### config.mk
export PLATFORM = sky130hd
export DESIGN_NAME = dpm_pin_mux
export DESIGN_NICKNAME = d
export VERILOG_FILES = /design/src/hdl/dpm_pkg.sv /design/src/hdl/dpm_pin_mux.sv /design/src/hdl/dpm_sync.sv
export SDC_FILE = /design/constraint.sdc
export NUM_CORES = 1
export LEC_CHECK = 0
export ABC_AREA = 1
export BUFFER_PORTS_ARGS = -buffer_cell sky130_fd_sc_hd__buf_2
export CORE_ASPECT_RATIO = 0.75
export CORE_UTILIZATION = 35
export CTS_BUF_LIST = sky130_fd_sc_hd__clkbuf_4
export DETAILED_ROUTE_END_ITERATION = 8
export GPL_TIMING_DRIVEN = 0
export SYNTH_ARGS = -nofsm -noshare
export SYNTH_HDL_FRONTEND = slang
export SYNTH_SLANG_ARGS = --single-unit
### constraint.sdc
create_clock -name mclk -period 9.94 [get_ports mclk]
set_clock_uncertainty 0.05 [all_clocks]
set_input_delay 0.994 -clock mclk [delete_from_list [all_inputs] [get_ports mclk]]
set_output_delay 0.994 -clock mclk [all_outputs]
set_load 0.005 [all_outputs]
### src/hdl/dpm_pkg.sv
// Package for the memory-port pin mux: pin function codes, widths, reset values.
// Assumes a single mclk domain; all configuration arrives as plain ports.
package dpm_pkg;
  localparam int PORT_W      = 8;
  localparam int PORTD_W     = 3;
  // Pin function selection, two bits per pin
  typedef enum logic [1:0] {
    DPM_FN_GPIO   = 2'h0,
    DPM_FN_MCELL  = 2'h1,
    DPM_FN_INPUT  = 2'h2,
    DPM_FN_DEDIC  = 2'h3
  } dpm_fn_t;
  localparam logic [7:0] GPIO_OUT_RST = 8'h00;
  localparam logic [7:0] GPIO_DIR_RST = 8'h00;
  localparam logic [7:0] DRIVE_RST    = 8'h00;
  localparam logic [2:0] PAGE_RST     = 3'h0;
  localparam logic [2:0] PD_RST       = 3'h0;
  // Control sync: system reset starts asserted, strobes and byte select start idle high
  localparam logic [3:0] CTL_SYNC_RST = 4'h7;
  // Port C dedicated pin positions
  localparam int PC_TMS  = 0;
  localparam int PC_TCK  = 1;
  localparam int PC_STAT = 3;
  localparam int PC_ERR  = 4;
  localparam int PC_TDI  = 5;
  localparam int PC_TDO  = 6;
  // Port D dedicated pin positions
  localparam int PD_CLK  = 1;
  localparam int PD_CSEL = 2;
endpackage

### src/hdl/dpm_pin_mux.sv
// Pin-function selection for the byte-wide memory companion's ports and strobes.
// Assumes flash, page-register writers and logic arrays sit outside; one clock mclk.
// Summary of operation
// - Reset clears ports, page and configuration
// - Third control input is byte-space select
// - Port B pins: general, macrocell or input
// - Port B 0-3 choose slew rate
// - Port B 3-7 choose open-drain
// - Port C 0,1,5,6 carry test access
// - Port C 3,4 carry programming status/error
// - Port C 3 may show ready/busy
// - Port C general pins choose open-drain
// - Port D inputs feed logic through the sync flops only
// - Port D may drive logic chip selects
// - Port D 1 may be logic clock
// - Port D 2 low selects flash
// - Port A is byte-wide data bus
// - First two inputs are write, read strobes
`timescale 1ns/1ps
module dpm_pin_mux
  import dpm_pkg::*;
(
  // Clock, reset, enable
  input  wire logic                 mclk,
  input  wire logic                 rst,
  input  wire logic                 ce,
  input  wire logic                 sys_reset_n,
  // Processor strobes
  input  wire logic                 write_strobe_in,
  input  wire logic                 read_strobe_in,
  input  wire logic                 byte_space_select_in,
  output logic                      bus_write_n,
  output logic                      bus_read_n,
  output logic                      byte_access,
  // Data byte pins
  input  wire logic [PORT_W-1:0]    data_byte_pins_i,
  output logic      [PORT_W-1:0]    data_byte_pins_o,
  output logic      [PORT_W-1:0]    data_byte_pins_oe_n,
  output logic      [PORT_W-1:0]    data_in,
  input  wire logic [PORT_W-1:0]    data_out,
  input  wire logic                 data_drive,
  // Page register load
  input  wire logic                 page_we,
  output logic      [2:0]           page,
  // Configuration writes (from the control block)
  input  wire logic                 cfg_we,
  input  wire logic [2*PORT_W-1:0]  pb_fn_wr,
  input  wire logic [PORT_W-1:0]    pb_out_wr,
  input  wire logic [PORT_W-1:0]    pb_dir_wr,
  input  wire logic [3:0]           pb_slew_wr,
  input  wire logic [4:0]           pb_od_wr,
  input  wire logic [PORT_W-1:0]    pc_out_wr,
  input  wire logic [PORT_W-1:0]    pc_dir_wr,
  input  wire logic [PORT_W-1:0]    pc_od_wr,
  input  wire logic [PORT_W-1:0]    pc_mcell_wr,
  input  wire logic [PORTD_W-1:0]   pd_out_wr,
  input  wire logic [PORTD_W-1:0]   pd_dir_wr,
  input  wire logic [PORTD_W-1:0]   pd_cs_wr,
  // Static options
  input  wire logic                 opt_jtag,
  input  wire logic                 opt_prog_stat,
  input  wire logic                 opt_ready_busy,
  input  wire logic                 opt_clk_in,
  input  wire logic                 opt_flash_csel,
  // Port B
  input  wire logic [PORT_W-1:0]    port_b_pins_i,
  output logic      [PORT_W-1:0]    port_b_pins_o,
  output logic      [PORT_W-1:0]    port_b_pins_oe_n,
  output logic      [3:0]           port_b_fast_slew,
  output logic      [PORT_W-1:0]    port_b_open_drain,
  // Port C
  input  wire logic [PORT_W-1:0]    port_c_pins_i,
  output logic      [PORT_W-1:0]    port_c_pins_o,
  output logic      [PORT_W-1:0]    port_c_pins_oe_n,
  output logic      [PORT_W-1:0]    port_c_open_drain,
  // Port D
  input  wire logic [PORTD_W-1:0]   port_d_pins_i,
  output logic      [PORTD_W-1:0]   port_d_pins_o,
  output logic      [PORTD_W-1:0]   port_d_pins_oe_n,
  // Macrocell and logic array side
  input  wire logic [PORT_W-1:0]    output_macrocells_first_group,
  input  wire logic [PORT_W-1:0]    output_macrocells_second_group,
  input  wire logic [PORTD_W-1:0]   logic_chip_selects,
  output logic      [PORT_W-1:0]    port_b_logic_in,
  output logic      [PORT_W-1:0]    port_c_logic_in,
  output logic      [PORTD_W-1:0]   port_d_logic_in,
  output logic                      logic_common_clock,
  // Test and status
  output logic                      tms,
  output logic                      tck,
  output logic                      tdi,
  input  wire logic                 tdo,
  input  wire logic                 program_status_pin,
  input  wire logic                 program_error_pin,
  input  wire logic                 flash_busy,
  output logic                      flash_enable,
  // General I/O readback
  output logic      [PORT_W-1:0]    pb_read,
  output logic      [PORT_W-1:0]    pc_read,
  output logic      [PORTD_W-1:0]   pd_read
);
  logic [2*PORT_W-1:0] pb_fn_q, pb_fn_d;
  logic [PORT_W-1:0]   pb_out_q, pb_out_d, pb_dir_q, pb_dir_d;
  logic [3:0]          pb_slew_q, pb_slew_d;
  logic [4:0]          pb_od_q, pb_od_d;
  logic [PORT_W-1:0]   pc_out_q, pc_out_d, pc_dir_q, pc_dir_d;
  logic [PORT_W-1:0]   pc_od_q, pc_od_d, pc_mc_q, pc_mc_d;
  logic [PORTD_W-1:0]  pd_out_q, pd_out_d, pd_dir_q, pd_dir_d, pd_cs_q, pd_cs_d;
  logic [2:0]          page_q, page_d;
  logic [PORT_W-1:0]   dat_q, dat_d;
  logic                rstn_s, clr;
  logic [2:0]          strb_s;
  logic [PORT_W-1:0]   pa_s, pb_s, pc_s;
  logic [PORTD_W-1:0]  pd_s;
  logic [PORT_W-1:0]   pc_ded;

  // Pins cross into mclk through two flops each
  // Active-low strobes must come out of reset idle, or a false access shows
  dpm_sync #(.W(4), .RST(CTL_SYNC_RST)) u_sync_ctl (
    .mclk (mclk),
    .rst  (rst),
    .ce   (ce),
    .d    ({sys_reset_n, byte_space_select_in, read_strobe_in, write_strobe_in}),
    .q    ({rstn_s, strb_s})
  );
  dpm_sync #(.W(3*PORT_W+PORTD_W)) u_sync_pins (
    .mclk (mclk),
    .rst  (rst),
    .ce   (ce),
    .d    ({data_byte_pins_i, port_b_pins_i, port_c_pins_i, port_d_pins_i}),
    .q    ({pa_s, pb_s, pc_s, pd_s})
  );

  function automatic dpm_fn_t fn_of(input logic [2*PORT_W-1:0] f, input int i);
    fn_of = dpm_fn_t'(f[2*i +: 2]);
  endfunction

  assign clr = ~rstn_s;

  always_comb begin
    pb_fn_d = pb_fn_q;   pb_out_d = pb_out_q; pb_dir_d = pb_dir_q;
    pb_slew_d = pb_slew_q; pb_od_d = pb_od_q;
    pc_out_d = pc_out_q; pc_dir_d = pc_dir_q; pc_od_d = pc_od_q; pc_mc_d = pc_mc_q;
    pd_out_d = pd_out_q; pd_dir_d = pd_dir_q; pd_cs_d = pd_cs_q;
    page_d = page_q;
    dat_d = pa_s;
    if (clr) begin
      // System reset returns runtime state to defaults
      pb_fn_d = '0; pb_out_d = GPIO_OUT_RST; pb_dir_d = GPIO_DIR_RST;
      pb_slew_d = DRIVE_RST[3:0]; pb_od_d = DRIVE_RST[4:0];
      pc_out_d = GPIO_OUT_RST; pc_dir_d = GPIO_DIR_RST;
      pc_od_d = DRIVE_RST; pc_mc_d = DRIVE_RST;
      pd_out_d = PD_RST; pd_dir_d = PD_RST; pd_cs_d = PD_RST;
      page_d = PAGE_RST;
    end else begin
      if (cfg_we) begin
        pb_fn_d = pb_fn_wr; pb_out_d = pb_out_wr; pb_dir_d = pb_dir_wr;
        pb_slew_d = pb_slew_wr;
        pb_od_d = pb_od_wr;
        pc_out_d = pc_out_wr; pc_dir_d = pc_dir_wr;
        pc_od_d = pc_od_wr;
        pc_mc_d = pc_mc_wr_f(pc_mcell_wr);
        pd_out_d = pd_out_wr; pd_dir_d = pd_dir_wr; pd_cs_d = pd_cs_wr;
      end
      if (page_we) begin
        page_d = data_in[2:0];
      end
    end
  end

  function automatic logic [PORT_W-1:0] pc_mc_wr_f(input logic [PORT_W-1:0] v);
    pc_mc_wr_f = v;
  endfunction

  always_ff @(posedge mclk or posedge rst) begin
    if (rst) begin
      pb_fn_q <= '0; pb_out_q <= GPIO_OUT_RST; pb_dir_q <= GPIO_DIR_RST;
      pb_slew_q <= DRIVE_RST[3:0]; pb_od_q <= DRIVE_RST[4:0];
      pc_out_q <= GPIO_OUT_RST; pc_dir_q <= GPIO_DIR_RST;
      pc_od_q <= DRIVE_RST; pc_mc_q <= DRIVE_RST;
      pd_out_q <= PD_RST; pd_dir_q <= PD_RST; pd_cs_q <= PD_RST;
      page_q <= PAGE_RST; dat_q <= '0;
    end else if (ce) begin
      pb_fn_q <= pb_fn_d; pb_out_q <= pb_out_d; pb_dir_q <= pb_dir_d;
      pb_slew_q <= pb_slew_d; pb_od_q <= pb_od_d;
      pc_out_q <= pc_out_d; pc_dir_q <= pc_dir_d; pc_od_q <= pc_od_d; pc_mc_q <= pc_mc_d;
      pd_out_q <= pd_out_d; pd_dir_q <= pd_dir_d; pd_cs_q <= pd_cs_d;
      page_q <= page_d; dat_q <= dat_d;
    end
  end

  // Strobes after synchronisation
  assign bus_write_n = strb_s[0];
  assign bus_read_n  = strb_s[1];
  assign byte_access = ~strb_s[2] & ~(strb_s[0] & strb_s[1]);
  assign page        = page_q;

  // Data byte bus, driven only when the array answers a read
  assign data_in             = dat_q;
  assign data_byte_pins_o    = data_out;
  assign data_byte_pins_oe_n = {PORT_W{~(data_drive & ~strb_s[1])}};

  // Port B
  always_comb begin
    for (int i = 0; i < PORT_W; i++) begin
      case (fn_of(pb_fn_q, i))
        DPM_FN_GPIO: begin
          port_b_pins_o[i] = pb_out_q[i];
          port_b_pins_oe_n[i] = ~pb_dir_q[i];
        end
        DPM_FN_MCELL: begin
          port_b_pins_o[i] = i < 4 ? output_macrocells_first_group[i]
                                   : output_macrocells_second_group[i];
          port_b_pins_oe_n[i] = 1'b0;
        end
        default: begin
          port_b_pins_o[i] = 1'b0;
          port_b_pins_oe_n[i] = 1'b1;
        end
      endcase
    end
  end
  assign port_b_fast_slew  = pb_slew_q;
  assign port_b_open_drain = {pb_od_q, 3'h0};
  assign port_b_logic_in   = pb_s;
  assign pb_read           = pb_s;

  // Port C dedicated pins override general and macrocell drive
  always_comb begin
    pc_ded = '0;
    if (opt_jtag) begin
      pc_ded[PC_TMS] = 1'b1; pc_ded[PC_TCK] = 1'b1;
      pc_ded[PC_TDI] = 1'b1; pc_ded[PC_TDO] = 1'b1;
    end
    if (opt_prog_stat | opt_ready_busy) begin
      pc_ded[PC_STAT] = 1'b1;
    end
    if (opt_prog_stat) begin
      pc_ded[PC_ERR] = 1'b1;
    end
    for (int i = 0; i < PORT_W; i++) begin
      port_c_pins_o[i] = pc_mc_q[i] ? output_macrocells_second_group[i] : pc_out_q[i];
      port_c_pins_oe_n[i] = ~(pc_mc_q[i] | pc_dir_q[i]);
      if (pc_ded[i]) begin
        port_c_pins_o[i] = 1'b0;
        port_c_pins_oe_n[i] = 1'b1;
      end
    end
    if (opt_jtag) begin
      port_c_pins_o[PC_TDO] = tdo;
      port_c_pins_oe_n[PC_TDO] = 1'b0;
    end
    if (opt_prog_stat) begin
      port_c_pins_o[PC_STAT] = program_status_pin;
      port_c_pins_o[PC_ERR] = program_error_pin;
      port_c_pins_oe_n[PC_STAT] = 1'b0;
      port_c_pins_oe_n[PC_ERR] = 1'b0;
    end else if (opt_ready_busy) begin
      port_c_pins_o[PC_STAT] = ~flash_busy;
      port_c_pins_oe_n[PC_STAT] = 1'b0;
    end
  end
  // Open-drain applies only to general pins
  assign port_c_open_drain = pc_od_q & ~pc_mc_q & ~pc_ded;
  assign tms = opt_jtag & pc_s[PC_TMS];
  assign tck = opt_jtag & pc_s[PC_TCK];
  assign tdi = opt_jtag & pc_s[PC_TDI];
  assign port_c_logic_in = pc_s & ~pc_ded;
  assign pc_read         = pc_s;

  // Port D: no input macrocell, synchronised pin straight to logic
  always_comb begin
    for (int i = 0; i < PORTD_W; i++) begin
      port_d_pins_o[i] = pd_cs_q[i] ? logic_chip_selects[i] : pd_out_q[i];
      port_d_pins_oe_n[i] = ~(pd_cs_q[i] | pd_dir_q[i]);
    end
    if (opt_clk_in) begin
      port_d_pins_o[PD_CLK] = 1'b0;
      port_d_pins_oe_n[PD_CLK] = 1'b1;
    end
    if (opt_flash_csel) begin
      port_d_pins_o[PD_CSEL] = 1'b0;
      port_d_pins_oe_n[PD_CSEL] = 1'b1;
    end
  end
  assign port_d_logic_in    = pd_s;
  assign logic_common_clock = opt_clk_in & pd_s[PD_CLK];
  // Flash disabled while select input is high, e.g. power-down acknowledge
  assign flash_enable       = ~opt_flash_csel | ~pd_s[PD_CSEL];
  assign pd_read            = pd_s;
endmodule

### src/hdl/dpm_sync.sv
// Two-flop synchroniser bank for pin inputs.
// Assumes inputs are asynchronous to mclk.
`timescale 1ns/1ps
module dpm_sync #(
  parameter int           W   = 8,
  parameter logic [W-1:0] RST = '0
) (
  // Clock and reset
  input  wire logic         mclk,
  input  wire logic         rst,
  input  wire logic         ce,
  // Data
  input  wire logic [W-1:0] d,
  output logic      [W-1:0] q
);
  logic [W-1:0] s1_q;
  logic [W-1:0] s1_d;
  logic [W-1:0] s2_q;
  logic [W-1:0] s2_d;

  always_comb begin
    s1_d = ce ? d : s1_q;
    s2_d = ce ? s1_q : s2_q;
  end

  always_ff @(posedge mclk or posedge rst) begin
    if (rst) begin
      s1_q <= RST;
      s2_q <= RST;
    end else begin
      s1_q <= s1_d;
      s2_q <= s2_d;
    end
  end

  assign q = s2_q;
endmodule

==> impl_results.md <==
* CP max FO at 10
* Leading cell type in the layout, fill and taps excluded: buf_2
* Transition time at the pin with the least slew margin at 0.583 ns
* Detailed-route wire length per cell at 14.8 um
* Worst vdd ir at 0.0758 mV
* Floorplan die width at 163 um
* Worst EP required at 8.90 ns
* Synth Area in Adders at 0
* Remaining number of nets flagged by the antenna check after routing at 0
* Area growth from synthesis to layout at 29.4%
* CTS tree: done
* Die Ht at 122 um
* Final sum of negative setup slack at 0 ns
* Overflow after GRT at 0
* Startpoint class of the critical path: input port
* Critical Path End Type: output pin
* Average cell area after synthesis at 8.41 um^2
* Combined area of all synthesized cells at 6770 um^2
* Max-cap violations at 0
* Global router's overall resource usage at 0.204
* Clock tree root driver cell: clkbuf_4
* Outcome: finished clean
* Source-to-sink clock delay at the later pin of the worst-skew pair at 0.55 ns
* Portion of the post-synthesis area used by sequential elements at 0.574
* Final critical-path required period at 2.90 ns
* Final nets at 1,251
* Compound-Gate Fraction of Synth Area at 0.138
* Worst max-slew margin expressed relative to the limit at 0.611
* Maximum number of pins on one net before global-route repair at 83
* Post-Synth XOR/XNOR Area at 0
* Top-area cell type share of the netlist area at 0.551
* LEAKAGE at 0.00467 uW
* Number of gates given a new drive strength after cts at 0
* Layout cell share with drive strength beyond 1 at 0.337
* Final Wtd Congestion at 0.845
* Hold Worst Slack at 0.411 ns
* Detailed Place HPWL at 15,000 um
* Count of buffers from port buffering at 269
* Post-synthesis cell count at 805
* Ys Warns at 0
* Setup CP Type: input port to output pin
* Initial core utilization at 0.362
* Main combinational cell family by area after synthesis: simple AND/OR/NAND/NOR gates
* Multiplexer share of the synthesized area at 0.00333
* Number of vias per cell after detailed routing at 4.56
* Multi-input logic area at 2170 um^2
* Area leader, netlist: dfrtp_1
* Bufs on Longest Clock Path at 2
* Count of routing violations after the opening detailed-route iteration at 424
* RSZ-0062 raised after global routing: no
* First-pass GRT wire length at 30,700 um
* Top library cells by usage in the layout, fill and taps aside: 289 x buf_2, 288 x nand2_1, 151 x o21ai_0
* Vias in the first global route at 5,685
* Number of buffers inserted during clock tree synthesis at 17
* Initial antenna violation count at 1
* Maximum level of the CTS H-tree at 4
* Count of TritonRoute iterations in the first routing pass at 5
* DRC viols at 0
* CTS Sinks at 155
* Row count at 43
* Fillers at 1,930
* WL final at 20,100 um
* Setup Fix Bufs, Post-CTS at 0
* Crit path DAT at 1.86 ns
* Power density cells at 162 nW/um^2
* Total I/O pin count at 286
* Post-synthesis sequential element count at 155
* Core area at 18,700 um^2
* Number of failing hold endpoints at the final stage at 0
* Number of vias after detailed routing at 6,190
* Final clock period utilization by the worst path at 0.292
* FMAX at 345 MHz
* Number of distinct library cells after synthesis at 21
* Overall die area at 19,900 um^2
* Clock slew seen by the registers of the worst setup and hold paths at 0.14 ns
* Seq. cell area at 3890 um^2
* CTS Hold Bufs at 0
* Tightest Hold Check Type: input port to asynchronous set/reset pin
* Pins Over Slew Limit at 0
* Top cells by area, synth: dfrtp_1 55%, nand2_1 16%, o21ai_0 11%
* Post-synthesis simple-gate area fraction at 0.178
* Endpoints failing setup at 0
[Yosys cell counts]
library cell	number
a21oi_1	17
o21ai_1	11
dfstp_2	6
inv_1	66
clkinv_1	1
mux2_2	2
o21bai_1	2
clkbuf_1	11
nand2_1	288
buf_4	42
dfrtp_1	149
nor2_1	28
buf_2	20
buf_1	2
nand3_1	1
conb_1	1
o21ai_2	1
nor3_1	3
inv_2	1
a211oi_1	2
o21ai_0	151
[stage by stage]
step	cell area, um^2	instances	total power, uW	worst slack (ns)	util
3_5_place_dp	8470	1324	1040	7.04	0.452
4_1_cts	8760	1356	1440	7.03	0.468
5_1_grt	8760	1356	1510	6.93	0.468
3_3_place_gp	8440	1323	1030	2.73	0.451
2_1_floorplan	6780	807	892	4.73	-
6_report	8760	1357	1420	7.04	0.468
[registers in the layout, summed over array words and instances (netlist names)]
name,count
data_in,8
page,3
pb_dir_q,8
pb_fn_q,16
pb_od_q,5
pb_out_q,8
pc_dir_q,8
pc_mc_q,8
pc_od_q,8
pc_out_q,8
pd_cs_q,3
pd_dir_q,3
pd_out_q,3
port_b_fast_slew,4
u_sync_ctl.q,4
u_sync_ctl.s1_q,4
u_sync_pins.q,27
u_sync_pins.s1_q,27
[routing by layer]
layer / track usage / up-vias / share of wire
met1: 0.291 / 2887 / 0.48
met2: 0.305 / 207 / 0.43
li1: - / 3080 / -
met3: 0.0517 / 16 / 0.078
met4: 0.0567 / 0 / 0.011
met5: 0 / - / 0
[worst max-delay path, stage by stage]
cell	delay [ns]
buf_2	0.12
clkbuf_1	0.46
nand2_1	0.10
inv_1	0.07
buf_2	0.10
[layout make-up]
class	instances	share of cell area
clock buffers	17	0.0146
well taps	247	0.0353
repair buffers	270	0.157
diodes	1	0.000286
multi-input cells	509	0.248
clock inverters	15	0.0187
inverters	68	0.0300
flip-flops and latches	155	0.443
plain buffers	75	0.0530
[report_power, final]
part	internal, uW	leakage (uW)	switching [uW]
registers	699	0.00199	43.2
logic	125	0.00254	156
clock network	154	0.000143	248
[path summary, 6_finish.rpt]
check                                         from                    to  slack [ns]  cells after the start
max in group asynchronous                      rst            data_in[7]        8.63                      3
min in group mclk               u_sync_ctl.s1_q[1]    u_sync_ctl.s1_q[1]        0.43                      2
worst min register to register  u_sync_ctl.s1_q[1]    u_sync_ctl.s1_q[1]        0.43                      2
worst max-delay path                      opt_jtag                   tck        7.04                      5
worst min-delay path                           rst  u_sync_pins.s1_q[12]        0.41                      2
worst max register to register     u_sync_ctl.q[3]           pc_out_q[4]        8.47                      5
[cells by family (layout without fill, tap and decap cells)]
kind of cell | Yosys count | count (layout)
simple gates | 320 | 320
compound gates | 184 | 184
flops | 155 | 155
buf+inv | 143 | 445
mux | 2 | 2
other cells | 1 | 4
Note: power is estimated with default switching activity, not from simulation.
